File: config.mk
export PLATFORM = sky130hd
export DESIGN_NAME = scr_host_flat
export DESIGN_NICKNAME = d
export VERILOG_FILES = /design/src/rtl/scr_pkg.sv /design/src/rtl/scr_link_if.sv /design/src/rtl/scr_host.sv /design/src/flat_wrapper.sv
export SDC_FILE = /design/constraint.sdc
export NUM_CORES = 1
export LEC_CHECK = 0
export ABC_AREA = 1
export BUFFER_PORTS_ARGS = -buffer_cell sky130_fd_sc_hd__buf_2
export CAP_MARGIN = 15
export CORE_MARGIN = 2
export CORE_UTILIZATION = 48
export CTS_CLUSTER_SIZE = 28
export DETAILED_ROUTE_END_ITERATION = 7
export PLACE_DENSITY = 0.76
export RECOVER_POWER = 25
export SLEW_MARGIN = 20
export SYNTH_ARGS = -nofsm -noshare
export SYNTH_HDL_FRONTEND = slang
export SYNTH_SLANG_ARGS = --single-unit
File: constraint.sdc
create_clock -name aclk -period 1.74 [get_ports aclk]
set_input_delay 0.261 -clock aclk [delete_from_list [all_inputs] [get_ports aclk]]
set_output_delay 0.261 -clock aclk [all_outputs]
set_load 0.03 [all_outputs]
File: src/rtl/scr_pkg.sv
// Shared constants and types for the serial configuration register port.
package scr_pkg;
  // Configuration word layout and defaults.
  localparam int          CFG_W       = 12;
  localparam int          REV_W       = 4;
  localparam int          RANGE_MSB   = 11;
  localparam int          RANGE_LSB   = 9;
  localparam int          FORMAT_BIT  = 8;
  localparam int          VARIANT_BIT = 7;
  localparam int          QDIV_BIT    = 6;
  localparam int          TEST_BIT    = 0;
  localparam logic [11:0] ZERO_MASK   = 12'h03e;
  localparam logic [11:0] CFG_RESET   = 12'hf00;
  localparam logic [1:0]  QDIV_LAST   = 2'h3;

  // Readback stream: each half is word, revision, zeros, then the pattern.
  localparam logic [71:0] PAT_LONG    = 72'h30_f066_0124_80f6_9055;
  localparam logic [55:0] PAT_SHORT   = 56'h30_f066_0124_80f6;
  localparam logic [9:0]  PAT_LONG_N  = 10'h048;
  localparam logic [9:0]  PAT_SHORT_N = 10'h038;
  localparam logic [9:0]  HALF_LONG   = 10'h140;
  localparam logic [9:0]  HALF_SHORT  = 10'h100;

  // Timing, in ns, and the derived counts of aclk cycles (least times round up).
  localparam int          CLK_PERIOD_NS = 100;
  localparam int          T_RST_NS      = 1000;
  localparam int          RST_WAIT_NS   = 2000;
  localparam int          RD_GAP_NS     = 2000;
  localparam logic [7:0]  RST_CYC      = 8'((T_RST_NS + CLK_PERIOD_NS - 1) / CLK_PERIOD_NS);
  localparam logic [7:0]  RST_WAIT_CYC = 8'((RST_WAIT_NS + CLK_PERIOD_NS - 1) / CLK_PERIOD_NS);
  localparam logic [7:0]  RD_GAP_CYC   = 8'((RD_GAP_NS + CLK_PERIOD_NS - 1) / CLK_PERIOD_NS);

  // Controller registers on AXI4-Lite.
  localparam logic [3:0]  ADDR_CFG    = 4'h0;
  localparam logic [3:0]  ADDR_CMD    = 4'h4;
  localparam logic [3:0]  ADDR_STAT   = 4'h8;
  localparam logic [3:0]  ADDR_RDATA  = 4'hc;
  localparam int          CMD_WRITE   = 0;
  localparam int          CMD_READ    = 1;
  localparam int          CMD_TOGGLE  = 2;
  localparam int          RB_BITS     = 16;
  localparam logic [3:0]  RB_LAST     = 4'hf;
  localparam logic [3:0]  BIT_TOP     = 4'hb;
  localparam logic [1:0]  RESP_OKAY   = 2'h0;
  localparam logic [1:0]  RESP_SLVERR = 2'h2;

  typedef enum logic [2:0] {
    ST_IDLE  = 3'h0,
    ST_RST   = 3'h1,
    ST_WAIT  = 3'h2,
    ST_SHIFT = 3'h3,
    ST_GAP   = 3'h4,
    ST_READ  = 3'h5
  } scr_hstate_t;
endpackage

File: src/rtl/scr_link_if.sv
// Pin-level link between the configuration host and the converter's port.
`timescale 1ns/1ns
interface scr_link_if;
  logic sys_clk;
  logic cfg_shift_clk;
  logic cfg_din;
  logic cfg_strobe_n;
  logic integrate_toggle;
  logic readout_shift_clock;
  logic dout;

  modport host (
    output sys_clk, cfg_shift_clk, cfg_din, cfg_strobe_n,
    output integrate_toggle, readout_shift_clock,
    input  dout
  );
  modport dev (
    input  sys_clk, cfg_shift_clk, cfg_din, cfg_strobe_n,
    input  integrate_toggle, readout_shift_clock,
    output dout
  );
endinterface

File: src/rtl/scr_host.sv
// Host end: AXI4-Lite controller that writes and reads back the configuration word.
// How it works
// Wait 2 us after strobe release.
// Leave 2 us between write and readback.
// Hold reset strobe low at least 1 us.
// Divider bit divides system clock by four.
// Change integrate toggle aligned to system clock; a write command clears it on any phase.
// Always write zeros to bits five..one.
// Test bit disconnects all analog inputs.
// Test mode leaves integration sequencing unchanged.
// Test bit defaults to zero.
// Toggle low, strobe, twelve bits MSB-first, falling-edge latch.
// Readback: word, revision, then test pattern.
// Bits 11..9 pick range; 7 largest.
// Keep system clock running; toggle afterwards.
// Bit eight: 16-bit clear, 20-bit set.
// Software sets variant bit to match grade.
//
// The address map and the AXI4-Lite slave port were left to the implementer.
`timescale 1ns/1ns
module scr_host
  import scr_pkg::*;
#(
  parameter int SHIFT_HALF = 2
) (
  // Clock and reset.
  input  wire logic        aclk,
  input  wire logic        aresetn,
  // AXI4-Lite write channels.
  input  wire logic [3:0]  s_axi_awaddr,
  input  wire logic        s_axi_awvalid,
  output logic             s_axi_awready,
  input  wire logic [31:0] s_axi_wdata,
  input  wire logic [3:0]  s_axi_wstrb,
  input  wire logic        s_axi_wvalid,
  output logic             s_axi_wready,
  output logic [1:0]       s_axi_bresp,
  output logic             s_axi_bvalid,
  input  wire logic        s_axi_bready,
  // AXI4-Lite read channels.
  input  wire logic [3:0]  s_axi_araddr,
  input  wire logic        s_axi_arvalid,
  output logic             s_axi_arready,
  output logic [31:0]      s_axi_rdata,
  output logic [1:0]       s_axi_rresp,
  output logic             s_axi_rvalid,
  input  wire logic        s_axi_rready,
  // Link.
  scr_link_if.host         link
);
  if (SHIFT_HALF < 1 || SHIFT_HALF > 255) begin : g_chk
    $error("SHIFT_HALF must be 1 to 255");
  end
  localparam logic [7:0] HALF_LAST = 8'(SHIFT_HALF - 1);

  scr_hstate_t state_ff;
  logic [7:0]  cnt_ff;
  logic [3:0]  bit_ff;
  logic        phase_ff;
  logic [11:0] cfg_ff;
  logic [15:0] rdata_ff;
  logic        written_ff;
  logic        rb_valid_ff;
  logic        tog_pend_ff;
  logic        sys_clk_ff;
  logic        tog_ff;
  logic        sclk_ff;
  logic        din_ff;
  logic        strobe_n_ff;
  logic        rclk_ff;
  logic [3:0]  awaddr_ff;
  logic        aw_got_ff;
  logic [31:0] wdata_ff;
  logic [3:0]  wstrb_ff;
  logic        w_got_ff;
  logic        awready_ff;
  logic        wready_ff;
  logic        bvalid_ff;
  logic [1:0]  bresp_ff;
  logic        arready_ff;
  logic        rvalid_ff;
  logic [31:0] rdat_ff;
  logic [1:0]  rresp_ff;
  logic        do_wr;
  logic        idle;
  logic        cmd_wr;
  logic        cmd_rd;
  logic        half_end;

  assign do_wr    = aw_got_ff && w_got_ff && !bvalid_ff;
  assign idle     = state_ff == ST_IDLE;
  assign cmd_wr   = do_wr && awaddr_ff == ADDR_CMD && wstrb_ff[0];
  assign cmd_rd   = cmd_wr && wdata_ff[CMD_READ] && written_ff;
  assign half_end = cnt_ff == HALF_LAST;

  // Write address and data are taken independently; the response follows both.
  always_ff @(posedge aclk) begin
    if (!aresetn) begin
      awready_ff <= 1'b0;
      aw_got_ff  <= 1'b0;
      awaddr_ff  <= '0;
    end else if (s_axi_awvalid && awready_ff) begin
      awready_ff <= 1'b0;
      aw_got_ff  <= 1'b1;
      awaddr_ff  <= s_axi_awaddr;
    end else if (bvalid_ff && s_axi_bready) begin
      aw_got_ff <= 1'b0;
    end else if (!aw_got_ff && !bvalid_ff) begin
      awready_ff <= 1'b1;
    end
  end

  always_ff @(posedge aclk) begin
    if (!aresetn) begin
      wready_ff <= 1'b0;
      w_got_ff  <= 1'b0;
      wdata_ff  <= '0;
      wstrb_ff  <= '0;
    end else if (s_axi_wvalid && wready_ff) begin
      wready_ff <= 1'b0;
      w_got_ff  <= 1'b1;
      wdata_ff  <= s_axi_wdata;
      wstrb_ff  <= s_axi_wstrb;
    end else if (bvalid_ff && s_axi_bready) begin
      w_got_ff <= 1'b0;
    end else if (!w_got_ff && !bvalid_ff) begin
      wready_ff <= 1'b1;
    end
  end

  always_ff @(posedge aclk) begin
    if (!aresetn) begin
      bvalid_ff <= 1'b0;
      bresp_ff  <= RESP_OKAY;
    end else if (do_wr) begin
      bvalid_ff <= 1'b1;
      bresp_ff  <= (awaddr_ff == ADDR_CFG || awaddr_ff == ADDR_CMD) ? RESP_OKAY : RESP_SLVERR;
    end else if (bvalid_ff && s_axi_bready) begin
      bvalid_ff <= 1'b0;
    end
  end

  // The word is stored with bits five..one forced to zero; variant passes as written.
  always_ff @(posedge aclk) begin
    if (!aresetn) begin
      cfg_ff <= CFG_RESET & ~ZERO_MASK;
    end else if (do_wr && awaddr_ff == ADDR_CFG) begin
      if (wstrb_ff[0])
        cfg_ff[7:0] <= wdata_ff[7:0] & ~ZERO_MASK[7:0];
      if (wstrb_ff[1])
        cfg_ff[11:8] <= wdata_ff[11:8];
    end
  end

  always_ff @(posedge aclk) begin
    if (!aresetn) begin
      arready_ff <= 1'b0;
      rvalid_ff  <= 1'b0;
      rdat_ff    <= '0;
      rresp_ff   <= RESP_OKAY;
    end else if (s_axi_arvalid && arready_ff) begin
      arready_ff <= 1'b0;
      rvalid_ff  <= 1'b1;
      rresp_ff   <= RESP_OKAY;
      case (s_axi_araddr)
        ADDR_CFG:   rdat_ff <= {20'h0_0000, cfg_ff};
        ADDR_STAT:  rdat_ff <= {28'h000_0000, written_ff, tog_ff, rb_valid_ff, !idle};
        ADDR_RDATA: rdat_ff <= {16'h0000, rdata_ff};
        ADDR_CMD:   rdat_ff <= '0;
        default: begin
          rdat_ff  <= '0;
          rresp_ff <= RESP_SLVERR;
        end
      endcase
    end else if (rvalid_ff && s_axi_rready) begin
      rvalid_ff <= 1'b0;
    end else if (!rvalid_ff) begin
      arready_ff <= 1'b1;
    end
  end

  // Free-running system clock at half the bus clock, never stopped.
  always_ff @(posedge aclk) begin
    if (!aresetn)
      sys_clk_ff <= 1'b0;
    else
      sys_clk_ff <= ~sys_clk_ff;
  end

  // Toggle requests wait for the next system clock rise so integration timing stays aligned.
  always_ff @(posedge aclk) begin
    if (!aresetn) begin
      tog_pend_ff <= 1'b0;
      tog_ff      <= 1'b0;
    end else if (cmd_wr && wdata_ff[CMD_WRITE] && idle) begin
      tog_pend_ff <= 1'b0;
      tog_ff      <= 1'b0;
    end else if (tog_pend_ff && !sys_clk_ff) begin
      tog_pend_ff <= 1'b0;
      tog_ff      <= ~tog_ff;
    end else if (cmd_wr && wdata_ff[CMD_TOGGLE] && idle) begin
      tog_pend_ff <= 1'b1;
    end
  end

  always_ff @(posedge aclk) begin
    if (!aresetn) begin
      state_ff    <= ST_IDLE;
      cnt_ff      <= '0;
      bit_ff      <= '0;
      phase_ff    <= 1'b0;
      sclk_ff     <= 1'b0;
      din_ff      <= 1'b0;
      strobe_n_ff <= 1'b1;
      rclk_ff     <= 1'b0;
      written_ff  <= 1'b0;
      rb_valid_ff <= 1'b0;
      rdata_ff    <= '0;
    end else begin
      case (state_ff)
        ST_IDLE: begin
          cnt_ff <= '0;
          if (cmd_wr && wdata_ff[CMD_WRITE]) begin
            state_ff    <= ST_RST;
            strobe_n_ff <= 1'b0;
            written_ff  <= 1'b0;
            rb_valid_ff <= 1'b0;
          end else if (cmd_rd) begin
            state_ff    <= ST_READ;
            bit_ff      <= '0;
            phase_ff    <= 1'b0;
            rclk_ff     <= 1'b1;
            rb_valid_ff <= 1'b0;
          end
        end
        ST_RST: begin
          cnt_ff <= cnt_ff + 8'h01;
          if (cnt_ff == 8'(RST_CYC - 8'h01)) begin
            strobe_n_ff <= 1'b1;
            cnt_ff      <= '0;
            state_ff    <= ST_WAIT;
          end
        end
        ST_WAIT: begin
          cnt_ff <= cnt_ff + 8'h01;
          if (cnt_ff == 8'(RST_WAIT_CYC - 8'h01)) begin
            cnt_ff   <= '0;
            bit_ff   <= BIT_TOP;
            phase_ff <= 1'b0;
            sclk_ff  <= 1'b1;
            din_ff   <= cfg_ff[BIT_TOP];
            state_ff <= ST_SHIFT;
          end
        end
        ST_SHIFT: begin
          cnt_ff <= cnt_ff + 8'h01;
          if (half_end) begin
            cnt_ff <= '0;
            if (!phase_ff) begin
              sclk_ff  <= 1'b0;
              phase_ff <= 1'b1;
            end else if (bit_ff == '0) begin
              state_ff <= ST_GAP;
            end else begin
              bit_ff   <= bit_ff - 4'h1;
              din_ff   <= cfg_ff[bit_ff - 4'h1];
              sclk_ff  <= 1'b1;
              phase_ff <= 1'b0;
            end
          end
        end
        ST_GAP: begin
          cnt_ff <= cnt_ff + 8'h01;
          if (cnt_ff == 8'(RD_GAP_CYC - 8'h01)) begin
            written_ff <= 1'b1;
            state_ff   <= ST_IDLE;
          end
        end
        ST_READ: begin
          cnt_ff <= cnt_ff + 8'h01;
          if (half_end) begin
            cnt_ff <= '0;
            if (!phase_ff) begin
              rclk_ff  <= 1'b0;
              phase_ff <= 1'b1;
            end else begin
              rdata_ff <= {rdata_ff[14:0], link.dout};
              if (bit_ff == RB_LAST) begin
                rb_valid_ff <= 1'b1;
                state_ff    <= ST_IDLE;
              end else begin
                bit_ff   <= bit_ff + 4'h1;
                rclk_ff  <= 1'b1;
                phase_ff <= 1'b0;
              end
            end
          end
        end
        default: state_ff <= ST_IDLE;
      endcase
    end
  end

  assign s_axi_awready            = awready_ff;
  assign s_axi_wready             = wready_ff;
  assign s_axi_bvalid             = bvalid_ff;
  assign s_axi_bresp              = bresp_ff;
  assign s_axi_arready            = arready_ff;
  assign s_axi_rvalid             = rvalid_ff;
  assign s_axi_rdata              = rdat_ff;
  assign s_axi_rresp              = rresp_ff;
  assign link.sys_clk             = sys_clk_ff;
  assign link.cfg_shift_clk       = sclk_ff;
  assign link.cfg_din             = din_ff;
  assign link.cfg_strobe_n        = strobe_n_ff;
  assign link.integrate_toggle    = tog_ff;
  assign link.readout_shift_clock = rclk_ff;
endmodule

File: src/flat_wrapper.sv
// flat-port wrapper written by rule: the top's interface ports become plain ports
module scr_host_flat import scr_pkg::*;
#(
  parameter int SHIFT_HALF = 2
)
  (aclk, aresetn, s_axi_awaddr, s_axi_awvalid, s_axi_awready, s_axi_wdata, s_axi_wstrb, s_axi_wvalid, s_axi_wready, s_axi_bresp, s_axi_bvalid, s_axi_bready, s_axi_araddr, s_axi_arvalid, s_axi_arready, s_axi_rdata, s_axi_rresp, s_axi_rvalid, s_axi_rready, link_sys_clk, link_cfg_shift_clk, link_cfg_din, link_cfg_strobe_n, link_integrate_toggle, link_readout_shift_clock, link_dout);
  scr_link_if link_i ();
  input  wire logic aclk;
  input  wire logic aresetn;
  input  wire logic [3:0] s_axi_awaddr;
  input  wire logic s_axi_awvalid;
  output logic s_axi_awready;
  input  wire logic [31:0] s_axi_wdata;
  input  wire logic [3:0] s_axi_wstrb;
  input  wire logic s_axi_wvalid;
  output logic s_axi_wready;
  output logic [1:0] s_axi_bresp;
  output logic s_axi_bvalid;
  input  wire logic s_axi_bready;
  input  wire logic [3:0] s_axi_araddr;
  input  wire logic s_axi_arvalid;
  output logic s_axi_arready;
  output logic [31:0] s_axi_rdata;
  output logic [1:0] s_axi_rresp;
  output logic s_axi_rvalid;
  input  wire logic s_axi_rready;
  output wire logic [$bits(link_i.sys_clk)-1:0] link_sys_clk;
  output wire logic [$bits(link_i.cfg_shift_clk)-1:0] link_cfg_shift_clk;
  output wire logic [$bits(link_i.cfg_din)-1:0] link_cfg_din;
  output wire logic [$bits(link_i.cfg_strobe_n)-1:0] link_cfg_strobe_n;
  output wire logic [$bits(link_i.integrate_toggle)-1:0] link_integrate_toggle;
  output wire logic [$bits(link_i.readout_shift_clock)-1:0] link_readout_shift_clock;
  input wire logic [$bits(link_i.dout)-1:0] link_dout;
  assign link_sys_clk = link_i.sys_clk;
  assign link_cfg_shift_clk = link_i.cfg_shift_clk;
  assign link_cfg_din = link_i.cfg_din;
  assign link_cfg_strobe_n = link_i.cfg_strobe_n;
  assign link_integrate_toggle = link_i.integrate_toggle;
  assign link_readout_shift_clock = link_i.readout_shift_clock;
  assign link_i.dout = link_dout;
  scr_host #(.SHIFT_HALF(SHIFT_HALF)) u_core (.aclk(aclk), .aresetn(aresetn), .s_axi_awaddr(s_axi_awaddr), .s_axi_awvalid(s_axi_awvalid), .s_axi_awready(s_axi_awready), .s_axi_wdata(s_axi_wdata), .s_axi_wstrb(s_axi_wstrb), .s_axi_wvalid(s_axi_wvalid), .s_axi_wready(s_axi_wready), .s_axi_bresp(s_axi_bresp), .s_axi_bvalid(s_axi_bvalid), .s_axi_bready(s_axi_bready), .s_axi_araddr(s_axi_araddr), .s_axi_arvalid(s_axi_arvalid), .s_axi_arready(s_axi_arready), .s_axi_rdata(s_axi_rdata), .s_axi_rresp(s_axi_rresp), .s_axi_rvalid(s_axi_rvalid), .s_axi_rready(s_axi_rready), .link(link_i));
endmodule
==> tab_implementation.tex, run 1 <==
\begin{tabular}{lr}
\hline
Metric & Value \\
\hline
\multicolumn{2}{l}{\textbf{Setup path}} \\
Endpoint arrival time on the critical path & 1.94 ns \\
Crit start category & flop \\
Required time worst endpoint & 2.03 ns \\
Type of the worst setup path & flop to flop \\
Critical Path Sink Type & flop \\
Critical path peak fanout & 7 \\
\multicolumn{2}{l}{\textbf{Final layout}} \\
Fraction of final layout cells with drive strength greater than 1 & 19.0\% \\
Final Net Count & 687 \\
Number of non-filler instances in the completed layout & 741 \\
Filler instances & 791 \\
Sequential cell area & 1770 sq um \\
Ant. Diodes & 0 \\
Area overhead of the layout relative to synthesis & 15.1\% \\
Area taken by multi-input logic gates & 2020 sq um \\
\multicolumn{2}{l}{\textbf{STA}} \\
Max Clk Rate & 605 MHz \\
Share of the cycle needed by the critical path after routing & 95.0\% \\
Min Hold Slack & 0.124 ns \\
Final Critical Period & 1.65 ns \\
Number of hold-slack violations in the final timing report & 0 \\
Post-route setup TNS & 0 ns \\
Count of final setup violators & 0 \\
Unrepaired setup endpoints after global routing & true \\
Worst-case clock skew & 0.0106 ns \\
Final-report max-slew violation count & 0 \\
\multicolumn{2}{l}{\textbf{Outcome}} \\
Outcome & finished, final reports clean \\
\multicolumn{2}{l}{\textbf{GRT}} \\
Tot GR Track Use & 21.1\% \\
Initial antenna violation count & 0 \\
Gr ovfl total & 0 \\
Global-route wire length before repair & 16.5 mm \\
Pin count of the biggest net entering global routing & 62 \\
Number of global-route vias before repair & 3629 \\
\multicolumn{2}{l}{\textbf{Floorplan}} \\
I/O Pins & 99 \\
Horizontal die dimension & 97.0 microns \\
Core Area & 8300 sq um \\
Die height & 97.0 microns \\
Die Footprint & 9420 sq um \\
Number of rows created at floorplan & 33 \\
Initial Util & 50.1\% \\
\multicolumn{2}{l}{\textbf{Pwr}} \\
Pwr/cell area & 1180 nW/um\^{}2 \\
Max rail drop VDD & 0.557 mV \\
Static power due to leakage & 0.00213 uW \\
\multicolumn{2}{l}{\textbf{Placed design}} \\
Detailed-placement wirelength estimate & 6.93 mm \\
Number of instances in the placed design & 724 \\
Final GP Congestion & 0.904 \\
Port Buf Inserts & 55 \\
\multicolumn{2}{l}{\textbf{Logic synthesis}} \\
Fraction of registers with async set or reset after synthesis & 0\% \\
Sequential element share of the synthesized area & 42.4\% \\
Cell count after synthesis & 571 \\
Most common cell in the synthesized netlist & nand2\_1 \\
Most frequently used flop master after synthesis & dfxtp\_1 \\
Warning count from the yosys run & 0 \\
Top-area cell type share of the netlist area & 42.4\% \\
Post-synth EDFFs & 0 \\
Cell type contributing the most total cell area after synthesis & dfxtp\_1 \\
Most common library cells after synthesis & 92 x nand2\_1, 88 x dfxtp\_1, 73 x nor2\_1 \\
Post-synthesis area per instance & 7.28 sq um \\
Register bit total from synthesis & 88 \\
Synth area leaders & dfxtp\_1 42\%, nand2\_1 8.3\%, o21ai\_0 7.2\%, nor2\_1 6.6\%, a21oi\_1 5.4\% \\
Cell area after synthesis & 4160 sq um \\
Count of unique library cells instantiated by Yosys & 43 \\
\multicolumn{2}{l}{\textbf{Detailed routing}} \\
Vias & 3892 \\
Vias per std cell & 5.25 \\
Number of nets with antenna violations after detailed routing & 0 \\
Number of detailed-routing iterations run before antenna repair & 5 \\
DR WL/cell & 13.0 microns \\
Routed WL & 9.66 mm \\
DRC violations left & 0 \\
Number of DRC markers after the initial detailed-route iteration & 212 \\
\multicolumn{2}{l}{\textbf{Clock tree}} \\
CTS buffer count & 9 \\
Hold-fix buffers, CTS & 0 \\
Num Clock Sinks & 88 \\
Clk root buf & clkbuf\_8 \\
H-tree depth & 3 \\
Worst skew pair latency & 0.36 ns \\
TritonCTS clock tree & done \\
Clock transition at path regs & 0.09 ns \\
Maximum number of buffers from clock root to sink & 2 \\
\multicolumn{2}{l}{\textbf{Worst hold path}} \\
Path category of the worst min-delay check & input port to flop \\
\multicolumn{2}{l}{\textbf{Run}} \\
Number of maximum-capacitance violations & 0 \\
\hline
\end{tabular}
[path summary, 6_finish.rpt]
check	from	to	slack, ns	depth (start not counted)
max	u_core.bit_ff[0]$_SDFFE_PN0P_	u_core.bit_ff[0]$_SDFFE_PN0P_	0.09	10
min	s_axi_awaddr[3]	u_core.awaddr_ff[3]$_SDFFE_PN0P_	0.12	3
max reg2reg	u_core.bit_ff[0]$_SDFFE_PN0P_	u_core.bit_ff[0]$_SDFFE_PN0P_	0.09	10
min reg2reg	u_core.link.sys_clk$_SDFF_PN0_	u_core.link.sys_clk$_SDFF_PN0_	0.45	1
[stage by stage]
stage               power [uW]  util [%]  instance area, sq um  setup slack, ns
floorplan                 3640         -                  4220            0.124
global placement          3910      54.1                  4490            0.108
detailed placement        3970      54.1                  4490           0.0558
CTS                       5570      56.9                  4720           0.0250
global route              5990      57.6                  4780          -0.0184
finish                    5650      57.6                  4780           0.0863
[kinds of logic (layout without fill, tap and decap cells)]
family                     count (synthesis)  count (layout)  share of synthesized area [%]
adders and majority gates                  4               4                           1.20
buffers and inverters                    103             151                           11.7
AOI/OAI and AO/OA                        133             133                           17.4
other                                      1              18                         0.0902
DFF                                       88              88                           42.4
and+or+nand+nor                          234             234                           25.4
xor gates and xnor gates                   8               8                           1.69
[critical path, cell delays in order, from the launching register on]
cell,delay (ns)
dfxtp_4,0.39
clkinv_1,0.09
ha_1,0.24
nand3_1,0.11
or2_1,0.13
nand3_1,0.09
nor2_2,0.16
nand2_4,0.10
nand2_1,0.08
nand2_1,0.08
a21oi_2,0.12
[registers in the layout, summed over array words and instances (netlist names), 2 cells and up]
signal and cells:
u_core.s_axi_rdata 16, u_core.bit_ff 4, u_core.wdata_ff 9, u_core.state_ff 3
u_core.awaddr_ff 4, u_core.rdata_ff 16, u_core.wstrb_ff 2, u_core.cfg_ff 7
u_core.cnt_ff 8
[layer usage]
layer	vias up	GRT usage [%]	wire length, microns
met5	-	0	0
met4	0	7.04	164
met3	16	4.77	589
met2	132	35.5	4660
met1	1794	26.7	4240
li1	1950	-	-
[report_power, final]
| part | internal [uW] | switching, uW |
|---|---|---|
| registers | 2180 | 165 |
| clock network | 826 | 780 |
| logic | 561 | 1130 |
| total | 3570 | 2080 |
[placed cells by master, fill, tap and decap left out, drive strengths merged]
| cell type | synthesis | routed |
|---|---|---|
| o211ai | 2 | 2 |
| bufinv | 0 | 2 |
| dfxtp | 88 | 88 |
| clkinv | 4 | 7 |
| buf | 23 | 60 |
| a21oi | 47 | 47 |
| nand2 | 98 | 98 |
| conb | 1 | 18 |
| nor2 | 79 | 79 |
| xor2 | 5 | 5 |
| o21ai | 67 | 67 |
| ha | 4 | 4 |
| or2 | 2 | 2 |
| xnor2 | 3 | 3 |
| a21boi | 1 | 1 |
| nor3 | 12 | 12 |
| a31oi | 2 | 2 |
| inv | 63 | 64 |
| nand3 | 37 | 37 |
| nand3b | 2 | 2 |
| o21a | 1 | 1 |
| o41ai | 6 | 6 |
| o22ai | 7 | 7 |
| clkbuf | 13 | 17 |
| nand4 | 4 | 4 |
| clkinvlp | 0 | 1 |
[area by class of cell]
class	count	share of cell area (%)
multi-input cells	397	42.3
flip-flops and latches	88	37.1
inverters	67	5.29
clock inverters	7	2.20
well taps	105	2.75
clock buffers	9	2.59
repair buffers	68	7.80
[timing repair]
item	in CTS	in global routing
buffers inserted	0	1
endpoints found under the setup margin	1	33
hold endpoints to repair	0	0
pin swaps	0	5
resized for setup	1	22
Note: power is estimated with default switching activity, not from simulation.
==> run 2: changes to the inputs <==
--- a/config.mk
+++ b/config.mk
@@ -9,10 +9,10 @@
 export BUFFER_PORTS_ARGS = -buffer_cell sky130_fd_sc_hd__buf_2
 export CAP_MARGIN = 15
 export CORE_MARGIN = 2
-export CORE_UTILIZATION = 48
+export CORE_UTILIZATION = 47
 export CTS_CLUSTER_SIZE = 28
 export DETAILED_ROUTE_END_ITERATION = 7
-export PLACE_DENSITY = 0.76
+export PLACE_DENSITY = 0.74
 export RECOVER_POWER = 25
 export SLEW_MARGIN = 20
 export SYNTH_ARGS = -nofsm -noshare
==> run 2 against run 1 <==
Effect of this change: sequential share of layout area hardly changed; critical path depth stayed put; final cell count is 0.67% higher; combinational power is 4% higher; clock-buffer cell count is 2 higher; final area is 0.18% higher; power is 5.3% lower; setup slack better by 0.018 ns; hold slack better by 0.0067 ns; clock skew is 0.0034 ns higher; largest cell class unchanged; largest power group unchanged.
==> tab_implementation.tex, run 2 (synthesis results as in run 1) <==
\begin{tabular}{lr}
\hline
Metric & Value \\
\hline
\multicolumn{2}{l}{\textbf{Outcome}} \\
Outcome & finished, final reports clean (unchanged) \\
\multicolumn{2}{l}{\textbf{Setup path}} \\
Number of buffer and inverter stages on the critical path & 1 (unchanged) \\
Ordered cell list for the critical path & clkinv\_1 > ha\_4 > nand3\_1 > or2\_1 > nand3\_1 > nor2\_4 > nand2\_4 > nand2\_1 > nand2\_1 > a21oi\_2 (was clkinv\_1 > ha\_1 > nand3\_1 > or2\_1 > nand3\_1 > nor2\_2 > nand2\_4 > nand2\_1 > nand2\_1 > a21oi\_2) \\
Critical path peak fanout & 7 (unchanged) \\
Reg2reg start & u\_core.bit\_ff[0]\$\_SDFFE\_PN0P\_ (unchanged) \\
Endpoint arrival time on the critical path & 1.92 ns (was 1.94 ns) \\
Internal reg-to-reg setup slack & 0.10 ns (was 0.09 ns) \\
Count of cells along the worst register-to-register path & 10 (unchanged) \\
Crit start category & flop (unchanged) \\
Worst reg2reg path endpoint & u\_core.bit\_ff[0]\$\_SDFFE\_PN0P\_ (unchanged) \\
Critical Path Sink Type & flop (unchanged) \\
Type of the worst setup path & flop to flop (unchanged) \\
Required time worst endpoint & 2.03 ns (about the same) \\
Crit-path slowest cell & dfxtp\_4 (unchanged) \\
Worst path max stage delay & 0.38 ns (was 0.39 ns) \\
Cell family with most CP delay & simple AND/OR/NAND/NOR gates (unchanged) \\
\multicolumn{2}{l}{\textbf{Floorplan}} \\
Horizontal die dimension & 98.0 microns (was 97.0 microns) \\
Initial Util & 48.1\% (was 50.1\%) \\
Core Area & 8640 sq um (was 8300 sq um) \\
Die Footprint & 9610 sq um (was 9420 sq um) \\
Number of rows created at floorplan & 34 (was 33) \\
Die height & 98.0 microns (was 97.0 microns) \\
I/O Pins & 99 (unchanged) \\
\multicolumn{2}{l}{\textbf{Detailed routing}} \\
Met2 routed wirelength & 4.57 mm (was 4.66 mm) \\
Met3 WL & 402 microns (was 589 microns) \\
Vias & 3820 (was 3892) \\
DR WL/cell & 12.6 microns (was 13.0 microns) \\
Highest routed layer & met4 (unchanged) \\
Number of detailed-routing iterations run before antenna repair & 4 (was 5) \\
Post-Route M1 WL & 4.18 mm (was 4.24 mm) \\
Number of DRC markers after the initial detailed-route iteration & 241 (was 212) \\
DRC violations left & 0 (unchanged) \\
Number of nets with antenna violations after detailed routing & 0 (unchanged) \\
Vias per std cell & 5.12 (was 5.25) \\
Routed WL & 9.41 mm (was 9.66 mm) \\
\multicolumn{2}{l}{\textbf{Final layout}} \\
End-of-flow core utilization & 55.5\% (was 57.6\%) \\
Final Net Count & 689 (was 687) \\
Ant. Diodes & 0 (unchanged) \\
Number of non-filler instances in the completed layout & 746 (was 741) \\
Most common cell after layout, fill and taps aside & nand2\_1 (unchanged) \\
Highest-count cells in the layout ignoring fill and taps & 88 x nand2\_1, 81 x dfxtp\_1, 71 x nor2\_1 (was 89 x nand2\_1, 82 x dfxtp\_1, 71 x nor2\_1) \\
Fraction of final layout cells with drive strength greater than 1 & 21.2\% (was 19.0\%) \\
Area overhead of the layout relative to synthesis & 15.3\% (was 15.1\%) \\
\multicolumn{2}{l}{\textbf{Worst hold path}} \\
Number of stages on the worst hold path & 3 (unchanged) \\
Startpoint of the lowest-slack hold path & s\_axi\_awaddr[3] (unchanged) \\
Capture endpoint of the worst hold path & u\_core.awaddr\_ff[3]\$\_SDFFE\_PN0P\_ (unchanged) \\
Path category of the worst min-delay check & input port to flop (unchanged) \\
\multicolumn{2}{l}{\textbf{Placed design}} \\
Number of instances in the placed design & 727 (was 724) \\
Detailed-placement wirelength estimate & 6.85 mm (was 6.93 mm) \\
Final GP Congestion & 0.877 (was 0.904) \\
Port Buf Inserts & 55 (unchanged) \\
Setup Slack @ Placement & 0.0417 ns (was 0.0558 ns) \\
\multicolumn{2}{l}{\textbf{Clock tree}} \\
Clock transition at path regs & 0.09 ns (about the same) \\
Maximum number of buffers from clock root to sink & 2 (unchanged) \\
H-tree depth & 3 (unchanged) \\
TritonCTS clock tree & done (unchanged) \\
Hold-fix buffers, CTS & 0 (unchanged) \\
CTS buffer count & 9 (unchanged) \\
Clk root buf & clkbuf\_8 (unchanged) \\
Num Clock Sinks & 88 (unchanged) \\
Worst skew pair latency & 0.36 ns (about the same) \\
\multicolumn{2}{l}{\textbf{STA}} \\
Final-report max-slew violation count & 0 (unchanged) \\
Share of the cycle needed by the critical path after routing & 94.0\% (was 95.0\%) \\
Count of final setup violators & 0 (unchanged) \\
Post-route setup TNS & 0 ns (unchanged) \\
Max Clk Rate & 611 MHz (was 605 MHz) \\
Slew headroom & 63.0\% \\
Setup WS post-layout & 0.105 ns (was 0.0863 ns) \\
Unrepaired setup endpoints after global routing & true (unchanged) \\
Number of hold-slack violations in the final timing report & 0 (unchanged) \\
Final Critical Period & 1.64 ns (was 1.65 ns) \\
Worst-case clock skew & 0.0140 ns (was 0.0106 ns) \\
Min Hold Slack & 0.130 ns (was 0.124 ns) \\
Slew of the pin with the lowest slew margin & 0.555 ns \\
\multicolumn{2}{l}{\textbf{GRT}} \\
Gr ovfl total & 0 (unchanged) \\
Number of global-route vias before repair & 3509 (was 3629) \\
Global-route wire length before repair & 15.8 mm (was 16.5 mm) \\
Initial antenna violation count & 0 (unchanged) \\
Pin count of the biggest net entering global routing & 62 (unchanged) \\
Tot GR Track Use & 19.8\% (was 21.1\%) \\
\multicolumn{2}{l}{\textbf{Pwr}} \\
Max rail drop VDD & 0.503 mV (was 0.557 mV) \\
Static power due to leakage & 0.00214 uW (was 0.00213 uW) \\
Pwr/cell area & 1120 nW/um\^{}2 (was 1180 nW/um\^{}2) \\
\multicolumn{2}{l}{\textbf{Run}} \\
Number of maximum-capacitance violations & 0 (unchanged) \\
\hline
\end{tabular}
## run 2: changes by cell type in the layout (fill, tap and decap cells not counted), sizes merged
cell	delta
buf	+10
bufinv	-2
clkbuf	-6
clkinvlp	+1
inv	-1
## run 2: routing by layer
layer	vias up	track usage [%]
met2	93	32.9
met5	-	0
met1	1741	25.1
li1	1965	-
met4	0	8.01
met3	21	4.15
## run 2: worst max-delay path by stage
stage          cells after the start                               to                           from  slack, ns
2_1_floorplan                      9    u_core.bit_ff[3]$_SDFFE_PN0P_  u_core.bit_ff[0]$_SDFFE_PN0P_       0.12
3_3_place_gp                       9  u_core.state_ff[0]$_SDFFE_PN0P_  u_core.cnt_ff[0]$_SDFFE_PN0P_       0.07
3_5_place_dp                       9  u_core.state_ff[0]$_SDFFE_PN0P_  u_core.cnt_ff[0]$_SDFFE_PN0P_       0.04
4_1_cts                            9  u_core.state_ff[1]$_SDFFE_PN0P_  u_core.cnt_ff[0]$_SDFFE_PN0P_      0.008
5_1_grt                           11  u_core.state_ff[0]$_SDFFE_PN0P_  u_core.cnt_ff[0]$_SDFFE_PN0P_      -0.04
6_report                          10    u_core.bit_ff[0]$_SDFFE_PN0P_  u_core.bit_ff[0]$_SDFFE_PN0P_       0.10
## run 2: layout make-up
| class | instances | area, sq um |
|---|---|---|
| Sequential cell | 88 | 1780 |
| Timing Repair Buffer | 70 | 400 |
| Multi-Input combinational cell | 397 | 2060 |
| Tap cell | 108 | 135 |
| Clock inverter | 5 | 33.8 |
| Clock buffer | 11 | 131 |
| Fill cell | 812 | 3840 |
| Inverter | 67 | 253 |
## run 2: report_power, final
part / switching, uW / internal, uW / leakage, uW / total (uW)
clock network: 720 / 517 / 0.0000793 / 1240
logic: 1140 / 620 / 0.00135 / 1760
registers: 164 / 2180 / 0.000720 / 2340
## run 2: metrics by stage
stage | instance area (sq um) | power (uW)
4_1_cts | 4660 | 5220
5_1_grt | 4790 | 5700
2_1_floorplan | 4220 | 3640
3_3_place_gp | 4500 | 3950
6_report | 4790 | 5350
3_5_place_dp | 4500 | 3980
## run 2: what timing repair did
action | 4_1_cts | 5_1_grt
buffers inserted | 0 | 3
gates resized for setup | 0 | 30
endpoints found under the setup margin | 0 | 28
## run 2: worst register-to-register path: stages, from the launching register on
cell and delay, ns:
dfxtp_4 0.38, clkinv_1 0.12, ha_4 0.19, nand3_1 0.12
or2_1 0.14, nand3_1 0.13, nor2_4 0.16, nand2_4 0.09
nand2_1 0.07, nand2_1 0.05, a21oi_2 0.12
